## config.mk

```make
export PLATFORM = sky130hd
export DESIGN_NAME = hprc_top
export DESIGN_NICKNAME = d
export VERILOG_FILES = /design/src/verilog/hprc_pkg.sv /design/src/verilog/hprc_tick_timer.sv /design/src/verilog/hprc_top.sv
export SDC_FILE = /design/constraint.sdc
export NUM_CORES = 1
export LEC_CHECK = 0
export ABC_AREA = 1
export BUFFER_PORTS_ARGS = -buffer_cell sky130_fd_sc_hd__clkbuf_2
export CAP_MARGIN = 20
export CORE_ASPECT_RATIO = 0.5
export CORE_MARGIN = 4
export CORE_UTILIZATION = 45
export DETAILED_ROUTE_END_ITERATION = 8
export PLACE_DENSITY_LB_ADDON = 0.2
export SYNTH_ARGS = -nofsm -noshare
export SYNTH_HDL_FRONTEND = slang
export SYNTH_SLANG_ARGS = --single-unit
export TNS_END_PERCENT = 100
```

## constraint.sdc

```tcl
create_clock -name clk_i -period 6.25 [get_ports clk_i]
set_clock_uncertainty 0.1 [all_clocks]
set_input_delay 0.625 -clock clk_i [delete_from_list [all_inputs] [get_ports clk_i]]
set_output_delay 0.625 -clock clk_i [all_outputs]
set_load 0.01 [all_outputs]
```

## src/verilog/hprc_pkg.sv

```systemverilog
/*
 * hprc_pkg: constants, register map, state codes and the carrier struct
 * for the host power and reset control block.
 * Assumes a 40 MHz block clock and synchronous key and sense inputs.
 */
package hprc_pkg;
	// clock and tick base
	localparam int CLK_HZ = 40000000;
	localparam int TICK_MS = 10;
	localparam int TICK_CYCLES = CLK_HZ / 1000 * TICK_MS;
	// documented times in milliseconds
	localparam int ON_HOLD_MS = 250;
	localparam int OFF_HOLD_MS = 4000;
	localparam int RST_HOLD_MS = 4000;
	localparam int RST_PULSE_MS = 1000;
	localparam int EXT_MS = 5000;
	localparam int PULSE_DEF_MS = 1000;
	// tick counts: least times round up
	localparam int CNT_W = 10;
	localparam logic [CNT_W-1:0] ON_HOLD_TICKS = CNT_W'((ON_HOLD_MS + TICK_MS - 1) / TICK_MS);
	localparam logic [CNT_W-1:0] OFF_HOLD_TICKS = CNT_W'((OFF_HOLD_MS + TICK_MS - 1) / TICK_MS);
	localparam logic [CNT_W-1:0] RST_HOLD_TICKS = CNT_W'((RST_HOLD_MS + TICK_MS - 1) / TICK_MS);
	localparam logic [CNT_W-1:0] RST_PULSE_TICKS = CNT_W'((RST_PULSE_MS + TICK_MS - 1) / TICK_MS);
	localparam logic [CNT_W-1:0] EXT_TICKS = CNT_W'(EXT_MS / TICK_MS);
	// register port
	localparam int ADDR_W = 4;
	localparam int DATA_W = 8;
	localparam logic [ADDR_W-1:0] REG_CFG = 4'h0;
	localparam logic [ADDR_W-1:0] REG_PULSE = 4'h1;
	localparam logic [ADDR_W-1:0] REG_STATUS = 4'h2;
	localparam int CFG_W = 6;
	localparam logic [DATA_W-1:0] PULSE_RESET = DATA_W'(PULSE_DEF_MS / TICK_MS);
	// configuration carrier, lsb first in the register is on_en
	typedef struct packed {
		logic rst_invert; // reset line drive level
		logic pwr_invert; // power line drive level
		logic blank_en; // blank display while host off
		logic rst_en; // hard reset by key
		logic off_en; // hard power off by key
		logic on_en; // power on by key
	} hprc_cfg_s;
	localparam hprc_cfg_s CFG_RESET = 6'h00;
	// sequencer states
	typedef enum logic [3:0] {
		S_IDLE = 4'h0,
		S_ON_HOLD = 4'h1,
		S_OFF_HOLD = 4'h2,
		S_RST_HOLD = 4'h3,
		S_ON_PULSE = 4'h4,
		S_OFF_PULSE = 4'h5,
		S_OFF_EXT = 4'h6,
		S_RST_PULSE = 4'h7,
		S_RESTART = 4'h8,
		S_WAIT_REL = 4'h9
	} hprc_state_e;
endpackage : hprc_pkg

```

## src/verilog/hprc_tick_timer.sv

```systemverilog
/*
 * hprc_tick_timer: elapsed time counter in ticks, restarted by clr_i.
 * Assumes clr_i is asserted in the cycle before the interval starts.
 */
`timescale 1ns/10ps
module hprc_tick_timer #(
	parameter int TICK_CYCLES = hprc_pkg::TICK_CYCLES,
	parameter int CNT_W = hprc_pkg::CNT_W
) (
	input wire logic clk_i,
	input wire logic rst_i,
	input wire logic clr_i,
	output logic [CNT_W-1:0] cnt_o
);
	localparam int PRE_W = $clog2(TICK_CYCLES + 1);
	// refuse settings the counters cannot serve
	if (TICK_CYCLES < 1 || CNT_W < 2) begin : g_chk
		$error("hprc_tick_timer: bad parameters");
	end
	logic [PRE_W-1:0] pre_r; // cycles inside current tick
	logic [CNT_W-1:0] cnt_r; // whole ticks elapsed
	wire tick = (pre_r == PRE_W'(TICK_CYCLES - 1));
	wire sat = &cnt_r;
	// prescaler restarts with the interval so holds time from the press
	always_ff @(posedge clk_i or posedge rst_i) begin
		if (rst_i) begin
			pre_r <= '0;
			cnt_r <= '0;
		end else if (clr_i) begin
			pre_r <= '0;
			cnt_r <= '0;
		end else begin
			pre_r <= tick ? '0 : pre_r + PRE_W'(1);
			// saturate rather than wrap, so a long hold never looks short
			if (tick && !sat) begin
				cnt_r <= cnt_r + CNT_W'(1);
			end
		end
	end
	assign cnt_o = cnt_r;
endmodule : hprc_tick_timer

```

## src/verilog/hprc_top.sv

```systemverilog
/*
 * hprc_top: key driven host power on, hard power off and hard reset,
 * watchdog reset sharing, and display blanking while the host is off.
 * Assumes synchronous, debounced key inputs (high = pressed), a
 * power sense input high while the host is on, and an outside wire
 * that resolves each line from its output and output enable.
 */
`timescale 1ns/10ps
module hprc_top #(
	parameter int TICK_CYCLES = hprc_pkg::TICK_CYCLES
) (
	input wire logic clk_i,
	input wire logic rst_i,
	// register port
	input wire logic [hprc_pkg::ADDR_W-1:0] addr_i,
	input wire logic [hprc_pkg::DATA_W-1:0] wdata_i,
	input wire logic wr_i,
	input wire logic rd_i,
	output logic [hprc_pkg::DATA_W-1:0] rdata_o,
	// host sense, keys, watchdog
	input wire logic pwr_sense_i,
	input wire logic key_confirm_i,
	input wire logic key_cancel_i,
	input wire logic wdog_req_i,
	// host power switch line
	input wire logic pwr_sw_i,
	output logic pwr_sw_o,
	output logic pwr_sw_oe_o,
	// host reset switch line
	input wire logic rst_sw_i,
	output logic rst_sw_o,
	output logic rst_sw_oe_o,
	// module side
	output logic disp_blank_o,
	output logic self_restart_o
);
	localparam int CW = hprc_pkg::CNT_W;
	localparam int DW = hprc_pkg::DATA_W;

	// state and registers
	hprc_pkg::hprc_state_e state_r, state_nxt; // sequencer state
	hprc_pkg::hprc_cfg_s cfg_r; // enables and polarities
	logic [DW-1:0] pulse_r; // power pulse width in ticks
	logic wdog_pend_r; // watchdog reset waiting for the line
	logic rst_by_wdog_r; // current reset pulse came from watchdog
	logic pwr_oe_r, pwr_lvl_r, rst_oe_r, rst_lvl_r;
	logic blank_r, restart_r;
	logic [DW-1:0] rdata_r;
	logic [CW-1:0] elapsed; // ticks spent in this state
	logic [CW-1:0] target; // ticks this state waits for

	// one shared timer, restarted on every state change
	wire state_chg = (state_nxt != state_r);
	hprc_tick_timer #(
		.TICK_CYCLES(TICK_CYCLES),
		.CNT_W(CW)
	) u_timer (
		.clk_i(clk_i),
		.rst_i(rst_i),
		.clr_i(state_chg),
		.cnt_o(elapsed)
	);

	// register decode
	wire wr_cfg = wr_i && (addr_i == hprc_pkg::REG_CFG);
	wire wr_pulse = wr_i && (addr_i == hprc_pkg::REG_PULSE);
	wire [DW-1:0] status = {state_r, blank_r, rst_oe_r, pwr_oe_r, pwr_sense_i};
	wire [DW-1:0] rd_mux =
		(addr_i == hprc_pkg::REG_CFG) ? DW'(cfg_r) :
		(addr_i == hprc_pkg::REG_PULSE) ? pulse_r :
		(addr_i == hprc_pkg::REG_STATUS) ? status : '0;

	// per-state wait length; pulse width zero is treated as one tick
	wire [CW-1:0] pulse_t = (pulse_r == '0) ? CW'(1) : CW'(pulse_r);
	always_comb begin
		unique case (state_r)
			hprc_pkg::S_ON_HOLD: target = hprc_pkg::ON_HOLD_TICKS;
			hprc_pkg::S_OFF_HOLD: target = hprc_pkg::OFF_HOLD_TICKS;
			hprc_pkg::S_RST_HOLD: target = hprc_pkg::RST_HOLD_TICKS;
			hprc_pkg::S_ON_PULSE: target = pulse_t;
			hprc_pkg::S_OFF_PULSE: target = pulse_t;
			hprc_pkg::S_OFF_EXT: target = hprc_pkg::EXT_TICKS;
			hprc_pkg::S_RST_PULSE: target = hprc_pkg::RST_PULSE_TICKS;
			default: target = '1;
		endcase
	end
	wire done = (elapsed >= target);
	wire any_key = key_confirm_i || key_cancel_i;
	// watchdog may take the line whenever no power pulse, reset pulse or restart step is running
	wire wdog_take = wdog_pend_r && (state_r != hprc_pkg::S_ON_PULSE)
		&& (state_r != hprc_pkg::S_OFF_PULSE) && (state_r != hprc_pkg::S_OFF_EXT)
		&& (state_r != hprc_pkg::S_RST_PULSE) && (state_r != hprc_pkg::S_RESTART);

	// sequencer next state
	always_comb begin
		state_nxt = state_r;
		if (wdog_take) begin
			state_nxt = hprc_pkg::S_RST_PULSE;
		end else begin
			unique case (state_r)
				hprc_pkg::S_IDLE: begin
					if (key_confirm_i && !pwr_sense_i && cfg_r.on_en) begin
						state_nxt = hprc_pkg::S_ON_HOLD;
					end else if (key_cancel_i && pwr_sense_i && cfg_r.off_en) begin
						state_nxt = hprc_pkg::S_OFF_HOLD;
					end else if (key_confirm_i && pwr_sense_i && cfg_r.rst_en) begin
						state_nxt = hprc_pkg::S_RST_HOLD;
					end
				end
				// a release or a change of host state drops the action
				hprc_pkg::S_ON_HOLD: begin
					if (!key_confirm_i || pwr_sense_i || !cfg_r.on_en) begin
						state_nxt = hprc_pkg::S_IDLE;
					end else if (done) begin
						state_nxt = hprc_pkg::S_ON_PULSE;
					end
				end
				hprc_pkg::S_OFF_HOLD: begin
					if (!key_cancel_i || !pwr_sense_i || !cfg_r.off_en) begin
						state_nxt = hprc_pkg::S_IDLE;
					end else if (done) begin
						state_nxt = hprc_pkg::S_OFF_PULSE;
					end
				end
				hprc_pkg::S_RST_HOLD: begin
					if (!key_confirm_i || !pwr_sense_i || !cfg_r.rst_en) begin
						state_nxt = hprc_pkg::S_IDLE;
					end else if (done) begin
						state_nxt = hprc_pkg::S_RST_PULSE;
					end
				end
				hprc_pkg::S_ON_PULSE: begin
					if (done) begin
						state_nxt = hprc_pkg::S_WAIT_REL;
					end
				end
				hprc_pkg::S_OFF_PULSE: begin
					if (done) begin
						state_nxt = key_cancel_i ? hprc_pkg::S_OFF_EXT
							: hprc_pkg::S_WAIT_REL;
					end
				end
				hprc_pkg::S_OFF_EXT: begin
					if (!key_cancel_i || done) begin
						state_nxt = hprc_pkg::S_WAIT_REL;
					end
				end
				hprc_pkg::S_RST_PULSE: begin
					if (done) begin
						state_nxt = rst_by_wdog_r ? hprc_pkg::S_IDLE
							: hprc_pkg::S_RESTART;
					end
				end
				hprc_pkg::S_RESTART: state_nxt = hprc_pkg::S_WAIT_REL;
				// keys must be let go before a new hold can start
				hprc_pkg::S_WAIT_REL: begin
					if (!any_key) begin
						state_nxt = hprc_pkg::S_IDLE;
					end
				end
				default: state_nxt = hprc_pkg::S_IDLE;
			endcase
		end
	end

	// line drive decode from the next state, so outputs align with state_r
	wire pwr_drv_nxt = (state_nxt == hprc_pkg::S_ON_PULSE)
		|| (state_nxt == hprc_pkg::S_OFF_PULSE) || (state_nxt == hprc_pkg::S_OFF_EXT);
	wire rst_drv_nxt = (state_nxt == hprc_pkg::S_RST_PULSE);
	wire restart_nxt = (state_nxt == hprc_pkg::S_RESTART);
	// blanking gates the display only; fan power has no path through here
	wire blank_nxt = cfg_r.blank_en && !pwr_sense_i;

	// configuration registers, written only by software
	always_ff @(posedge clk_i or posedge rst_i) begin
		if (rst_i) begin
			cfg_r <= hprc_pkg::CFG_RESET;
			pulse_r <= hprc_pkg::PULSE_RESET;
		end else begin
			if (wr_cfg) begin
				cfg_r <= hprc_pkg::hprc_cfg_s'(wdata_i[hprc_pkg::CFG_W-1:0]);
			end
			if (wr_pulse) begin
				pulse_r <= wdata_i;
			end
		end
	end

	// watchdog request latch: a new request wins over the take
	always_ff @(posedge clk_i or posedge rst_i) begin
		if (rst_i) begin
			wdog_pend_r <= 1'b0;
			rst_by_wdog_r <= 1'b0;
		end else begin
			wdog_pend_r <= wdog_req_i || (wdog_pend_r && !wdog_take);
			if (wdog_take) begin
				rst_by_wdog_r <= 1'b1;
			end else if (state_r == hprc_pkg::S_IDLE) begin
				rst_by_wdog_r <= 1'b0;
			end
		end
	end

	// state, pin drivers and module outputs
	always_ff @(posedge clk_i or posedge rst_i) begin
		if (rst_i) begin
			state_r <= hprc_pkg::S_IDLE;
			pwr_oe_r <= 1'b0;
			pwr_lvl_r <= 1'b0;
			rst_oe_r <= 1'b0;
			rst_lvl_r <= 1'b0;
			blank_r <= 1'b0;
			restart_r <= 1'b0;
			rdata_r <= '0;
		end else begin
			state_r <= state_nxt;
			pwr_oe_r <= pwr_drv_nxt;
			pwr_lvl_r <= cfg_r.pwr_invert;
			rst_oe_r <= rst_drv_nxt;
			rst_lvl_r <= cfg_r.rst_invert;
			blank_r <= blank_nxt;
			restart_r <= restart_nxt;
			rdata_r <= rd_i ? rd_mux : '0;
		end
	end

	assign pwr_sw_o = pwr_lvl_r;
	assign pwr_sw_oe_o = pwr_oe_r;
	assign rst_sw_o = rst_lvl_r;
	assign rst_sw_oe_o = rst_oe_r;
	assign disp_blank_o = blank_r;
	assign self_restart_o = restart_r;
	assign rdata_o = rdata_r;

	// line read-backs are not needed by the sequencer
	wire unused_ok = pwr_sw_i ^ rst_sw_i;
endmodule : hprc_top

```

Yosys cells after proc, flatten, opt, wreduce, memory -nomap -nowiden --
Cells that the tools add are included.
Storage, ports and cells: logic and storage cells 118, input bits 22, bits in registers 63
Cells by class: multiplexer cells 30, reduce and logical (&&, ||, !) cells 43, $add $sub $neg 2, equal/unequal tests 23, magnitude comparators 1
Operators by type and width (number):
- 2-to-1 mux 4 bit | 17
- one-hot mux 10 bit (5 select lines) | 1
- 2-to-1 mux 8 bit | 5
- one-hot mux 4 bit (10 select lines) | 1
- 2-to-1 mux 19 bit | 2
- equality test 4 x 3 -> 1 bit, second input constant | 8
- 2-to-1 mux 10 bit | 2
- adder 19 x 1 -> 19 bit, second input constant | 1
- equality test 19 bit, second input constant | 1
- logical AND 1 bit | 16
- inequality test 4 x 3 -> 1 bit, second input constant | 4
- equality test 4 x 2 -> 1 bit, second input constant | 3
- equality test 4 bit, second input constant | 3
- logical OR 1 bit | 11
- adder 10 x 1 -> 10 bit, second input constant | 1
- greater-or-equal comparator 10 bit | 1
- AND reduction 10 bit | 1
- equality test 4 x 1 -> 1 bit, second input constant | 2
- zero test 1 bit | 8
- zero test 4 bit | 2
- zero test 8 bit | 1
- inequality test 4 bit | 1
- inequality test 4 bit, second input constant | 1
- nonzero test 2 bit | 2
- 2 further kinds | 4

Depth between registers and ports, before layout --
Gate-level depths: netlist of the first run.
depth in word-level cells 11, gate-level depth with buffers 26

Modules after synthesis --
Synthesis of the first run repeated with hierarchy kept, for this count alone.
Unflattened totals: cells, all modules 521, area, all modules 3818.7 µm²
Modules (own cells, without submodules):
- hprc_top | seq. area each 854.6 µm², area an instance 2092.0 µm², instances 1, cells an instance 278
- hprc_tick_timer | seq. area each 725.7 µm², area an instance 1726.7 µm², instances 1, cells an instance 243

Worst setup path before layout of the first run --
No wires, ideal clock.
path type register -> register, start point register state_r[1], end point register u_timer.pre_r[13], period minus slack after synthesis 2884 ps, buffers on the path 3, path slack 3366 ps, arrival 2658 ps, cell stages (with the launch flop) 24, cells stage by stage dfrtp_1 > buf_4 > nor2_2 > nand3_1 > nand2_1 > o21ai_0 > a21oi_1 > ha_1 > nand2_1 > inv_1 > nand2_1 > nand2_1 > nand2_1 > nand3_4 > nor2_2 > nor2_1 > nor2_1 > nand3_2 > nand2_1 > nand2_1 > nand2_2 > buf_6 > buf_6 > nor3_2
On the way: longest elaborated chain between the ends 10, elaborated cells on any way between the ends 43, classes of those cells order compare: 1; eq/ne: 15; mux: 18; reduce/logical: 9
RTL lines:
- start, declared | RTL line hprc_top.sv:41 | hprc_pkg::hprc_state_e state_r, state_nxt;
- start signal, assigned | RTL line hprc_top.sv:207 | state_r <= hprc_pkg::S_IDLE;
- start signal, assigned | RTL line hprc_top.sv:216 | state_r <= state_nxt;
- equality test 4 x 3 -> 1 bit / equality test 4 x 2 -> 1 bit (equally long branches) | RTL line hprc_top.sv:76, hprc_top.sv:100
- OR reduction 2 bit (no line)
- one-hot mux 10 bit (5 select lines) | RTL line hprc_top.sv:76 | unique case (state_r)
- greater-or-equal comparator 10 bit | RTL line hprc_top.sv:87 | wire done = (elapsed >= target);
- 2-to-1 mux 4 bit, or another cell as far along | RTL line hprc_top.sv:128 | end else if (done) begin
- 2-to-1 mux 4 bit (on tied branches)
- one-hot mux 4 bit (10 select lines) | RTL line hprc_top.sv:100 | unique case (state_r)
- 2-to-1 mux 4 bit (*) | RTL line hprc_top.sv:97 | if (wdog_take) begin
- net state_nxt[0] | RTL line hprc_top.sv:41
- inequality test 4 bit (*) | RTL line hprc_top.sv:53 | wire state_chg = (state_nxt != state_r);
- 2-to-1 mux 19 bit (*) | RTL line hprc_tick_timer.sv:29 | end else if (clr_i) begin
- end signal, assigned | RTL line hprc_tick_timer.sv:33 | pre_r <= tick ? '0 : pre_r + PRE_W'(1);
- end, declared | RTL line hprc_tick_timer.sv:20 | logic [PRE_W-1:0] pre_r;
Mark *: on every way through the listed nets, which the timed path passes. The rest lies on a longest branch. A chain may end at the register's enable or synchronous reset.

Worst setup path in the final report of the first run --
start point register state_r[1], end point register u_timer.cnt_r[6] (netlist: u_timer.cnt_o[6])
On the way: longest elaborated chain between the ends 10, elaborated cells on any way between the ends 44, classes of those cells order compare: 1; eq/ne: 15; mux: 18; reduce/logical: 10
RTL lines:
- equality test 4 x 3 -> 1 bit / equality test 4 x 2 -> 1 bit (equally long branches) | RTL line hprc_top.sv:76, hprc_top.sv:100
- OR reduction 2 bit (no line)
- one-hot mux 10 bit (5 select lines) | RTL line hprc_top.sv:76
- greater-or-equal comparator 10 bit | RTL line hprc_top.sv:87
- 2-to-1 mux 4 bit, or another cell as far along | RTL line hprc_top.sv:128
- 2-to-1 mux 4 bit (on tied branches)
- one-hot mux 4 bit (10 select lines) | RTL line hprc_top.sv:100
- 2-to-1 mux 4 bit (*) | RTL line hprc_top.sv:97
- net state_nxt[0] | RTL line hprc_top.sv:41
- inequality test 4 bit (*) | RTL line hprc_top.sv:53
- 2-to-1 mux 10 bit / nonzero test 2 bit (equally long branches)
- end signal, assigned | RTL line hprc_tick_timer.sv:36 | cnt_r <= cnt_r + CNT_W'(1);
- end, declared | RTL line hprc_tick_timer.sv:21 | logic [CNT_W-1:0] cnt_r;
Marks and branches as above.

==> reports/results.tsv, run 1 <==
metric	value	unit
relative slew slack	0.4725	
first-pass GRT wire length	14.82	mm
Num CTS Buffers	9	
cell taking the most area after synthesis	dfrtp_1	
gr ovfl total	0	
drt total wl	8.418	mm
worst-path cell chain	inv_2 > nor2_1 > inv_1 > nand2_1 > o31ai_1 > o21ai_0 > inv_1 > ha_1 > nand2_1 > nor2_1 > nand3_1 > nand3_4 > nand2_1 > nand2_1 > nand2_1 > o21ai_1 > nand3_2 > nand2_1 > nand2_1 > nand2_2 > nor3_1	
FILL cells	794	
Hold Fails Final Rpt	0	
crit path DAT	3.72	ns
max-cap violations	0	
Antenna Nets Post-Route	0	
nets@finish	559	
Critical Path Max Stage Delay	0.56	ns
starting density of the core	0.4685	
Post-route DRC	0	
Cell Area, Synth	3802	µm²
Syn Area/Cell	7.760	µm²
EDFF count, synth	0	
Clock Tree Buf Depth	2	
Total Neg Setup Slack	0	ns
post-synth top area share	0.3949	
commonest cells in the synthesized netlist	nand2_1 (112), inv_1 (63), dfrtp_1 (60)	
critical setup path kind	reg2reg	
top-count cell post-synth	nand2_1	
CTS tree	yes	
Crit Path Max Fanout	29	
Initial DRT Pass Iterations	6	
Synth Register Bits	63	
CTS Sinks	63	
Worst Path Required	6.33	ns
post-CTS sizing	0	
largest net degree at the start of global routing	64	
ratio of cells with drive above 1 in the final layout	0.1755	
drt wl/cell	13.11	µm
Post-synth top flop	dfrtp_1	
# Post-CTS Setup Buffers	0	
run status	finished, final reports clean	
Hold Path Class	reg2reg	
dpl hpwl	5.980	mm
Root Buffer	clkbuf_16	
Die Y	73	µm
crit path capture type	flop	
via count	3274	
period utilization	0.5820	
Synth warnings	0	
Core Rows	23	
Via-to-Cell Ratio	5.100	
Post-Syn Nets	524	
RSZ-0062 raised after global routing	no	
endpoints failing setup	0	
crit path time final	3.637	ns
post-synthesis cell count	490	
Port Buffer Count	33	
Worst Hold Depth	0	
vias in the first global route	3156	
CP max stage cell	dfrtp_1	
Synth async-reset ratio	1.000	
LEAKAGE	0.002073	µW
sequential area share after synthesis	0.4156	
Layout area overhead	14.54	%
H-tree Lvls	3	
CTS clk-pin slew, worst paths	0.06	ns
max-slew violation count	0	
Most common cell on crit path	nand2_1	
detailed router's first-iteration violation count	162	
GRT Overall Usage	0.1810	
initial antenna violation count	0	
number of cells on the worst reg-to-reg path	21	
dominant cells by area after synthesis	dfrtp_1 (39%), nand2_1 (11%), inv_1 (6.2%)	
I/O Pins	36	
Die X	138	µm
Yosys cell types	40	
Placer Congestion	0.8966	
Antenna diodes	0	
Power Dens Cells	234.9	nW/µm²
fin util	0.5367	
maximum vdd ir drop	0.1626	mV
hold-fix buffer count after cts	0	
placeable core region	8115	µm²
Least-Margin Pin Slew	0.7913	ns
die area	10070	µm²
startpoint types	flop	
Max Clk Rate	274.9	MHz
Worst-Skew Late Latency	0.33	ns
-- per-layer routing --
layer | global-route usage | wire (µm) | up-vias
met3 | 0.04974 | 325 | 13
li1 | - | - | 1678
met5 | 0 | 0 | -
met4 | 0.05586 | 97 | 0
met2 | 0.2878 | 3633 | 78
met1 | 0.2446 | 4362 | 1505
-- state kept, by name, summed over array words and instances (netlist names) --
name	cells
pwr_sw_o	1
rst_by_wdog_r	1
u_timer.cnt_o	10
pwr_sw_oe_o	1
rst_sw_oe_o	1
rst_sw_o	1
pulse_r	8
self_restart_o	1
cfg_r	6
disp_blank_o	1
wdog_pend_r	1
u_timer.pre_r	19
rdata_o	8
state_r	4
-- worst max-delay path: cells and delay by family, from the launching register on --
family / cells / cell delay [ns]
simple gates: 14 / 1.88
fa+ha+maj: 1 / 0.29
buf+inv: 3 / 0.29
flops: 1 / 0.56
compound gates: 3 / 0.36
-- area by class of cell --
type,count,area (µm²),area share
clock buffers,10,239.0,0.05487
clock inverters,6,68.82,0.01580
inverters,68,255.2,0.05860
multi-input cells,348,1892,0.4344
flip-flops and latches,63,1580,0.3628
well taps,112,140.1,0.03217
repair buffers,35,180.2,0.04137
-- cells by family after synthesis --
kind of cell	Yosys count	synth area share
AND/OR/NAND/NOR	267	0.3419
buffers and inverters	79	0.08687
flip-flops	63	0.4156
AO/OA/AOI/OAI	53	0.07799
XOR/XNOR	14	0.03225
adder cells (fa/ha/maj)	12	0.03949
multiplexers	2	0.005923
-- cells in the final DEF, fill, tap and decap left out, types with 9 or more instances in the layout --
cell type / count
nor2_2: 10
inv_1: 62
nand2_1: 112
nand3_1: 29
nor3_2: 11
xor2_1: 9
o21ai_0: 23
nor3_1: 32
clkbuf_2: 33
nor2_1: 41
ha_1: 12
nand4_1: 13
dfrtp_1: 60
clkbuf_16: 9
a21oi_1: 18
-- worst paths after layout --
check / endpoint / slack [ns] / from
worst max-delay path: u_timer.cnt_o[6]$_DFFE_PP0P_ / 2.61 / state_r[1]$_DFF_PP0_
min in group asynchronous: u_timer.pre_r[9]$_DFF_PP0_ / 0.39 / rst_i
worst max register to register: u_timer.cnt_o[6]$_DFFE_PP0P_ / 2.61 / state_r[1]$_DFF_PP0_
worst min-delay path: rst_sw_o$_DFF_PP0_ / 0.31 / cfg_r[5]$_DFFE_PP0P_
max in group asynchronous: state_r[0]$_DFF_PP0_ / 5.12 / rst_i
worst min register to register: rst_sw_o$_DFF_PP0_ / 0.31 / cfg_r[5]$_DFFE_PP0P_
-- per-stage QoR --
step	worst slack (ns)	hold slack (ns)	total power, µW	instances	cell area, µm²
after floorplan	3.366	0.2751	490.6	490	3802
after global placement	2.670	0.2997	516.1	626	4048
after detailed placement	2.629	0.3048	517.6	626	4048
after CTS	2.617	0.3185	1033	642	4355
after global routing	2.222	0.3258	1069	642	4355
final	2.613	0.3133	1023	642	4355
-- where the power goes --
| part | total [µW] | leakage [µW] | switching (µW) | internal (µW) |
|---|---|---|---|---|
| clock | 513 | 0.000149 | 192 | 321 |
| sequential | 454 | 0.000809 | 19.3 | 435 |
| combinational | 55.5 | 0.00112 | 34.4 | 21.1 |
| total | 1020 | 0.00207 | 246 | 777 |
Power figures use the tool's default switching activity.
==> run 2: changes to the inputs <==
clock period = 3.57 ns   (was 6.25 ns; I/O delays follow)
==> reports/results.tsv, run 2 (synthesis gave the netlist of run 1 again) <==
metric	value	unit	change
drt total wl	8.558	mm	was 8.418 mm
crit path DAT	3.29	ns	was 3.72 ns
CP max stage cell	dfrtp_1		unchanged
run status	finished, final reports clean		unchanged
setup slack, reg-to-reg	0.39	ns	was 2.61 ns
Power Dens Cells	406.3	nW/µm²	was 234.9 nW/µm²
Most common cell on crit path	nand2_1		unchanged
via count	3295		was 3274
CTS clk-pin slew, worst paths	0.05	ns	was 0.06 ns
crit path capture type	flop		unchanged
reg2reg end	u_timer.pre_r[7]$_DFF_PP0_		was u_timer.cnt_o[6]$_DFFE_PP0P_
most common cell after layout, fill and taps aside	nand2_1		unchanged
period utilization	0.8919		was 0.5820
Worst-Skew Late Latency	0.33	ns	about the same
# Post-CTS Setup Buffers	0		unchanged
Critical Path Max Stage Delay	0.46	ns	was 0.56 ns
Die Y	73	µm	unchanged
Total Neg Setup Slack	0	ns	unchanged
ratio of cells with drive above 1 in the final layout	0.1798		was 0.1755
Worst Hold Depth	2		was 0
gr ovfl total	0		unchanged
Hold Path Class	in2reg		was reg2reg
maximum vdd ir drop	0.3069	mV	was 0.1626 mV
die area	10070	µm²	unchanged
Buf+Inv Stages, Crit Path	2		was 3
Num CTS Buffers	9		unchanged
I/O Pins	36		unchanged
Top delay family on crit path	simple AND/OR/NAND/NOR gates		unchanged
detailed router's first-iteration violation count	214		was 162
Layout area overhead	16.16	%	was 14.54%
critical setup path kind	reg2reg		unchanged
starting density of the core	0.4685		unchanged
Hold Fails Final Rpt	0		unchanged
Least-Margin Pin Slew	0.5970	ns	was 0.7913 ns
first-pass GRT wire length	15.37	mm	was 14.82 mm
max reg flops	19		unchanged
Via-to-Cell Ratio	5.101		was 5.100
placeable core region	8115	µm²	unchanged
Hold Path End	disp_blank_o$_DFF_PP0_		was rst_sw_o$_DFF_PP0_
drt wl/cell	13.25	µm	was 13.11 µm
CTS Sinks	63		unchanged
Post-route DRC	0		unchanged
number of cells on the worst reg-to-reg path	21		unchanged
max-cap violations	0		unchanged
dpl hpwl	6.163	mm	was 5.980 mm
RSZ-0062 raised after global routing	no		unchanged
reg-to-reg startpoint	state_r[2]$_DFF_PP0_		was state_r[1]$_DFF_PP0_
Port Buffer Count	33		unchanged
GRT Overall Usage	0.1880		was 0.1810
Die X	138	µm	unchanged
Core Rows	23		unchanged
Final Total Pwr	1795	µW	was 1023 µW
largest net degree at the start of global routing	47		was 64
Antenna Nets Post-Route	0		unchanged
LEAKAGE	0.002105	µW	was 0.002073 µW
worst-path cell chain	nor2_2 > nand3_1 > nand2_1 > o21ai_1 > a21oi_1 > ha_1 > nand2_1 > inv_1 > nand2_1 > nand2_1 > nand2_1 > nand3_4 > nor2_2 > nor2_1 > nor2_1 > nand3_2 > nand2_1 > nand2_1 > nand2_2 > buf_12 > nor3_1		was inv_2 > nor2_1 > inv_1 > nand2_1 > o31ai_1 > o21ai_0 > inv_1 > ha_1 > nand2_1 > nor2_1 > nand3_1 > nand3_4 > nand2_1 > nand2_1 > nand2_1 > o21ai_1 > nand3_2 > nand2_1 > nand2_1 > nand2_2 > nor3_1
hold_sp	pwr_sense_i		was cfg_r[5]$_DFFE_PP0P_
Max Clk Rate	314.1	MHz	was 274.9 MHz
max-slew violation count	0		unchanged
initial antenna violation count	0		unchanged
relative slew slack	0.6020		was 0.4725
Clock Tree Buf Depth	2		unchanged
CTS tree	yes		unchanged
startpoint types	flop		unchanged
H-tree Lvls	3		unchanged
Antenna diodes	0		unchanged
nets@finish	563		was 559
largest register by flop count	u_timer.pre_r		unchanged
Placer Congestion	0.9038		was 0.8966
Worst Path Required	3.68	ns	was 6.33 ns
Initial DRT Pass Iterations	4		was 6
most frequent cells in the layout	nand2_1 (112), inv_1 (62), dfrtp_1 (59)		was nand2_1 (112), inv_1 (62), dfrtp_1 (60)
crit path time final	3.184	ns	was 3.637 ns
endpoints failing setup	0		unchanged
Root Buffer	clkbuf_16		unchanged
Crit Path Max Fanout	29		unchanged
vias in the first global route	3262		was 3156
-- run 2: worst reg2reg max path, stage by stage, from the launching register on --
cell and delay [ns]:
dfrtp_1 0.46, nor2_2 0.18, nand3_1 0.13, nand2_1 0.13, o21ai_1 0.12, a21oi_1 0.15, ha_1 0.26, nand2_1 0.09
inv_1 0.04, nand2_1 0.05, nand2_1 0.05, nand2_1 0.10, nand3_4 0.14, nor2_2 0.18, nor2_1 0.08, nor2_1 0.16
nand3_2 0.14, nand2_1 0.08, nand2_1 0.06, nand2_2 0.09, buf_12 0.19, nor3_1 0.10
-- run 2: per-stage QoR --
stage / instance area [µm²] / cells / worst slack, ns / hold slack [ns] / util
final: 4417 / 646 / 0.3858 / 0.1320 / 0.5442
after global routing: 4417 / 646 / 0.04196 / 0.1231 / 0.5442
after CTS: 4415 / 646 / 0.2977 / 0.1213 / 0.5441
after detailed placement: 4095 / 629 / 0.3210 / 0.2487 / 0.5046
after global placement: 4095 / 629 / 0.3451 / 0.2466 / 0.5046
after floorplan: 3802 / 490 / 0.6861 / 0.2751 / -
-- run 2: worst max-delay path by stage --
stage / endpoint / cells after the start / from
2_1_floorplan: u_timer.pre_r[13]$_DFF_PP0_ / 23 / state_r[1]$_DFF_PP0_
3_3_place_gp: u_timer.pre_r[0]$_DFF_PP0_ / 21 / state_r[1]$_DFF_PP0_
3_5_place_dp: u_timer.pre_r[8]$_DFF_PP0_ / 21 / state_r[1]$_DFF_PP0_
4_1_cts: u_timer.pre_r[7]$_DFF_PP0_ / 21 / state_r[1]$_DFF_PP0_
5_1_grt: u_timer.pre_r[8]$_DFF_PP0_ / 21 / state_r[2]$_DFF_PP0_
6_report: u_timer.pre_r[7]$_DFF_PP0_ / 21 / state_r[2]$_DFF_PP0_
-- run 2: where the power goes --
group | internal (µW) | switching, µW
Sequential | 762 | 34.3
Clock | 595 | 304
Combinational | 37.9 | 61.7
Total | 1390 | 400
-- run 2: area by class of cell --
type,instances,area [µm²]
clock buffers,13,270.3
clock inverters,3,40.04
fillers,783,3699
inverters,68,255.2
multi-input cells,348,1892
flip-flops and latches,63,1582
well taps,112,140.1
repair buffers,39,237.7
-- run 2: routing by layer --
metal / wire length, µm / track usage / vias up / share of wire
met4: 107 / 0.05148 / 0 / 0.013
met1: 4336 / 0.2533 / 1530 / 0.51
li1: - / - / 1685 / -
met2: 3742 / 0.2986 / 65 / 0.44
met5: 0 / 0 / - / 0
met3: 372 / 0.05759 / 15 / 0.043
-- run 2: timing repair --
action | in CTS | in global routing
endpoints found under the setup margin | 0 | 29
hold endpoints to repair | 17 | 0
hold buffers | 1 | 0
resized for setup | 0 | 2
==> run 3: changes to the inputs <==
HOLD_SLACK_MARGIN = 0.05   (was default)
clock period = 3.09 ns   (was 3.57 ns; I/O delays follow)
==> reports/results.tsv, run 3 (synthesis gave the netlist of run 1 again) <==
metric	value	unit	change
Antenna Nets Post-Route	0		unchanged
Core Rows	23		unchanged
Port Buffer Count	33		unchanged
maximum vdd ir drop	0.4031	mV	was 0.3069 mV
detailed router's first-iteration violation count	210		was 214
Crit Path Max Fanout	8		was 29
Num CTS Buffers	9		unchanged
number of cells on the worst reg-to-reg path	19		was 21
Critical Path Max Stage Delay	0.44	ns	was 0.46 ns
CP Launch Point	state_r[2]$_DFF_PP0_		unchanged
H-tree Lvls	3		unchanged
Die X	138	µm	unchanged
Max Clk Rate	320.7	MHz	was 314.1 MHz
Worst-Skew Late Latency	0.33	ns	about the same
CTS Sinks	63		unchanged
CTS tree	yes		unchanged
CP max stage cell	dfrtp_2		was dfrtp_1
period utilization	1.009		was 0.8919
largest register by flop count	u_timer.pre_r		unchanged
most frequent cells in the layout	nand2_1 (97), inv_1 (59), dfrtp_1 (57)		was nand2_1 (112), inv_1 (62), dfrtp_1 (59)
vias in the first global route	3153		was 3262
worst-path cell chain	buf_12 > nand2_8 > inv_4 > nand2_4 > o31ai_4 > buf_4 > ha_1 > nand2_2 > a21oi_1 > nor2_2 > nand3_4 > nor2_4 > nor2_4 > nor2_2 > nand4_1 > nand2_2 > nand2_4 > buf_12 > nor3_2		was nor2_2 > nand3_1 > nand2_1 > o21ai_1 > a21oi_1 > ha_1 > nand2_1 > inv_1 > nand2_1 > nand2_1 > nand2_1 > nand3_4 > nor2_2 > nor2_1 > nor2_1 > nand3_2 > nand2_1 > nand2_1 > nand2_2 > buf_12 > nor3_1
Via-to-Cell Ratio	5.150		was 5.101
placeable core region	8115	µm²	unchanged
Clock Tree Buf Depth	2		unchanged
multi-input combinational cell area	2185	µm²	was 1892 µm²
reg2reg end	u_timer.pre_r[18]$_DFF_PP0_		was u_timer.pre_r[7]$_DFF_PP0_
nets@finish	591		was 563
most common cell after layout, fill and taps aside	nand2_1		unchanged
CTS clk-pin slew, worst paths	0.06	ns	was 0.05 ns
setup ws final	-0.02784	ns	was 0.3858 ns
FILL cells	724		was 783
Post-route DRC	0		unchanged
Root Buffer	clkbuf_16		unchanged
drt wl/cell	14.43	µm	was 13.25 µm
run status	finished, violations left		was finished, final reports clean
drt total wl	9.726	mm	was 8.558 mm
Layout area overhead	31.52	%	was 16.16%
critical setup path kind	reg2reg		unchanged
reg-to-reg startpoint	state_r[2]$_DFF_PP0_		unchanged
LEAKAGE	0.002291	µW	was 0.002105 µW
Setup crit end	u_timer.pre_r[18]$_DFF_PP0_		was u_timer.pre_r[7]$_DFF_PP0_
Total Neg Setup Slack	-0.2116	ns	was 0 ns
dpl hpwl	6.386	mm	was 6.163 mm
I/O Pins	36		unchanged
largest net degree at the start of global routing	36		was 47
Hold Fails Final Rpt	0		unchanged
ratio of cells with drive above 1 in the final layout	0.3096		was 0.1798
Place WS	-0.02567	ns	was 0.3210 ns
via count	3471		was 3295
Antenna diodes	0		unchanged
max-cap violations	0		unchanged
max-slew violation count	0		unchanged
Initial DRT Pass Iterations	5		was 4
Sequential Area	1584	µm²	was 1582 µm²
starting density of the core	0.4685		unchanged
crit path DAT	3.26	ns	was 3.29 ns
Least-Margin Pin Slew	0.7608	ns	was 0.5970 ns
relative slew slack	0.4921		was 0.6020
Hold Path Class	in2reg		unchanged
Power Dens Cells	397.8	nW/µm²	was 406.3 nW/µm²
Placer Congestion	0.9070		was 0.9038
Die Y	73	µm	unchanged
fin util	0.6163		was 0.5442
violated checks	negative setup slack		
crit path capture type	flop		unchanged
endpoints failing setup	21		was 0
crit path time final	3.118	ns	was 3.184 ns
startpoint types	flop		unchanged
setup slack, reg-to-reg	-0.03	ns	was 0.39 ns
GRT Overall Usage	0.1887		was 0.1880
Worst Path Required	3.24	ns	was 3.68 ns
gr ovfl total	0		unchanged
die area	10070	µm²	unchanged
first-pass GRT wire length	15.28	mm	was 15.37 mm
max reg flops	19		unchanged
RSZ-0062 raised after global routing	yes		was no
initial antenna violation count	0		unchanged
==> run 3: report_power, final <==
part	total (µW)	switching, µW	leakage (µW)	internal [µW]
combinational	126	77.4	0.00135	48.5
sequential	917	37.2	0.000806	879
clock	947	381	0.000131	566
total	1990	496	0.00229	1490
==> run 3: worst min-delay path by stage <==
stage | startpoint | endpoint | slack [ns] | cells past startpoint
finish | wdog_req_i | wdog_pend_r$_DFF_PP0_ | 0.09 | 2
global route | pwr_sense_i | disp_blank_o$_DFF_PP0_ | 0.1 | 2
CTS | wdog_req_i | wdog_pend_r$_DFF_PP0_ | 0.07 | 2
detailed placement | cfg_r[5]$_DFFE_PP0P_ | rst_sw_o$_DFF_PP0_ | 0.30 | 0
global placement | cfg_r[5]$_DFFE_PP0P_ | rst_sw_o$_DFF_PP0_ | 0.30 | 0
floorplan | cfg_r[4]$_DFFE_PP0P_ | pwr_sw_o$_DFF_PP0_ | 0.28 | 0
==> run 3: through the flow <==
step	std cells	power, µW	hold slack [ns]	instance area [µm²]
CTS	662	2018	0.07132	4556
floorplan	490	992.3	0.2751	3802
global placement	643	1051	0.3004	4225
global route	674	2085	0.09581	5001
finish	674	1990	0.08522	5001
detailed placement	643	1054	0.2991	4225
==> run 3: what timing repair did <==
action                                  in CTS  in global routing
gates resized for setup                      5                 69
cloned                                       1                  5
pin swaps                                    1                 28
endpoints found under the hold margin       32                  0
hold buffers                                 1                  0
setup buffers                                1                  7
endpoints found under the setup margin      12                 31
==> run 3: worst max-delay path, delay by kind of cell, from the launching register on <==
| family | cells | cell delay (ns) |
|---|---|---|
| flops | 1 | 0.44 |
| simple gates | 12 | 1.57 |
| compound gates | 2 | 0.14 |
| buf+inv | 4 | 0.50 |
| fa+ha+maj | 1 | 0.28 |
==> run 3: routing by layer <==
metal,track usage,vias to the layer above,part of all wire
met5,0,-,0
met2,0.3013,100,0.47
met3,0.04647,11,0.053
met4,0.06243,0,0.011
li1,-,1745,-
met1,0.2559,1615,0.46
==> run 3: area by class of cell <==
cell class,instances,area share
Multi-Input combinational cell,349,0.4368
Sequential cell,63,0.3167
Timing Repair Buffer,66,0.1086
Inverter,68,0.05304
Clock buffer,10,0.04779
Tap cell,112,0.02802
Clock inverter,6,0.009007
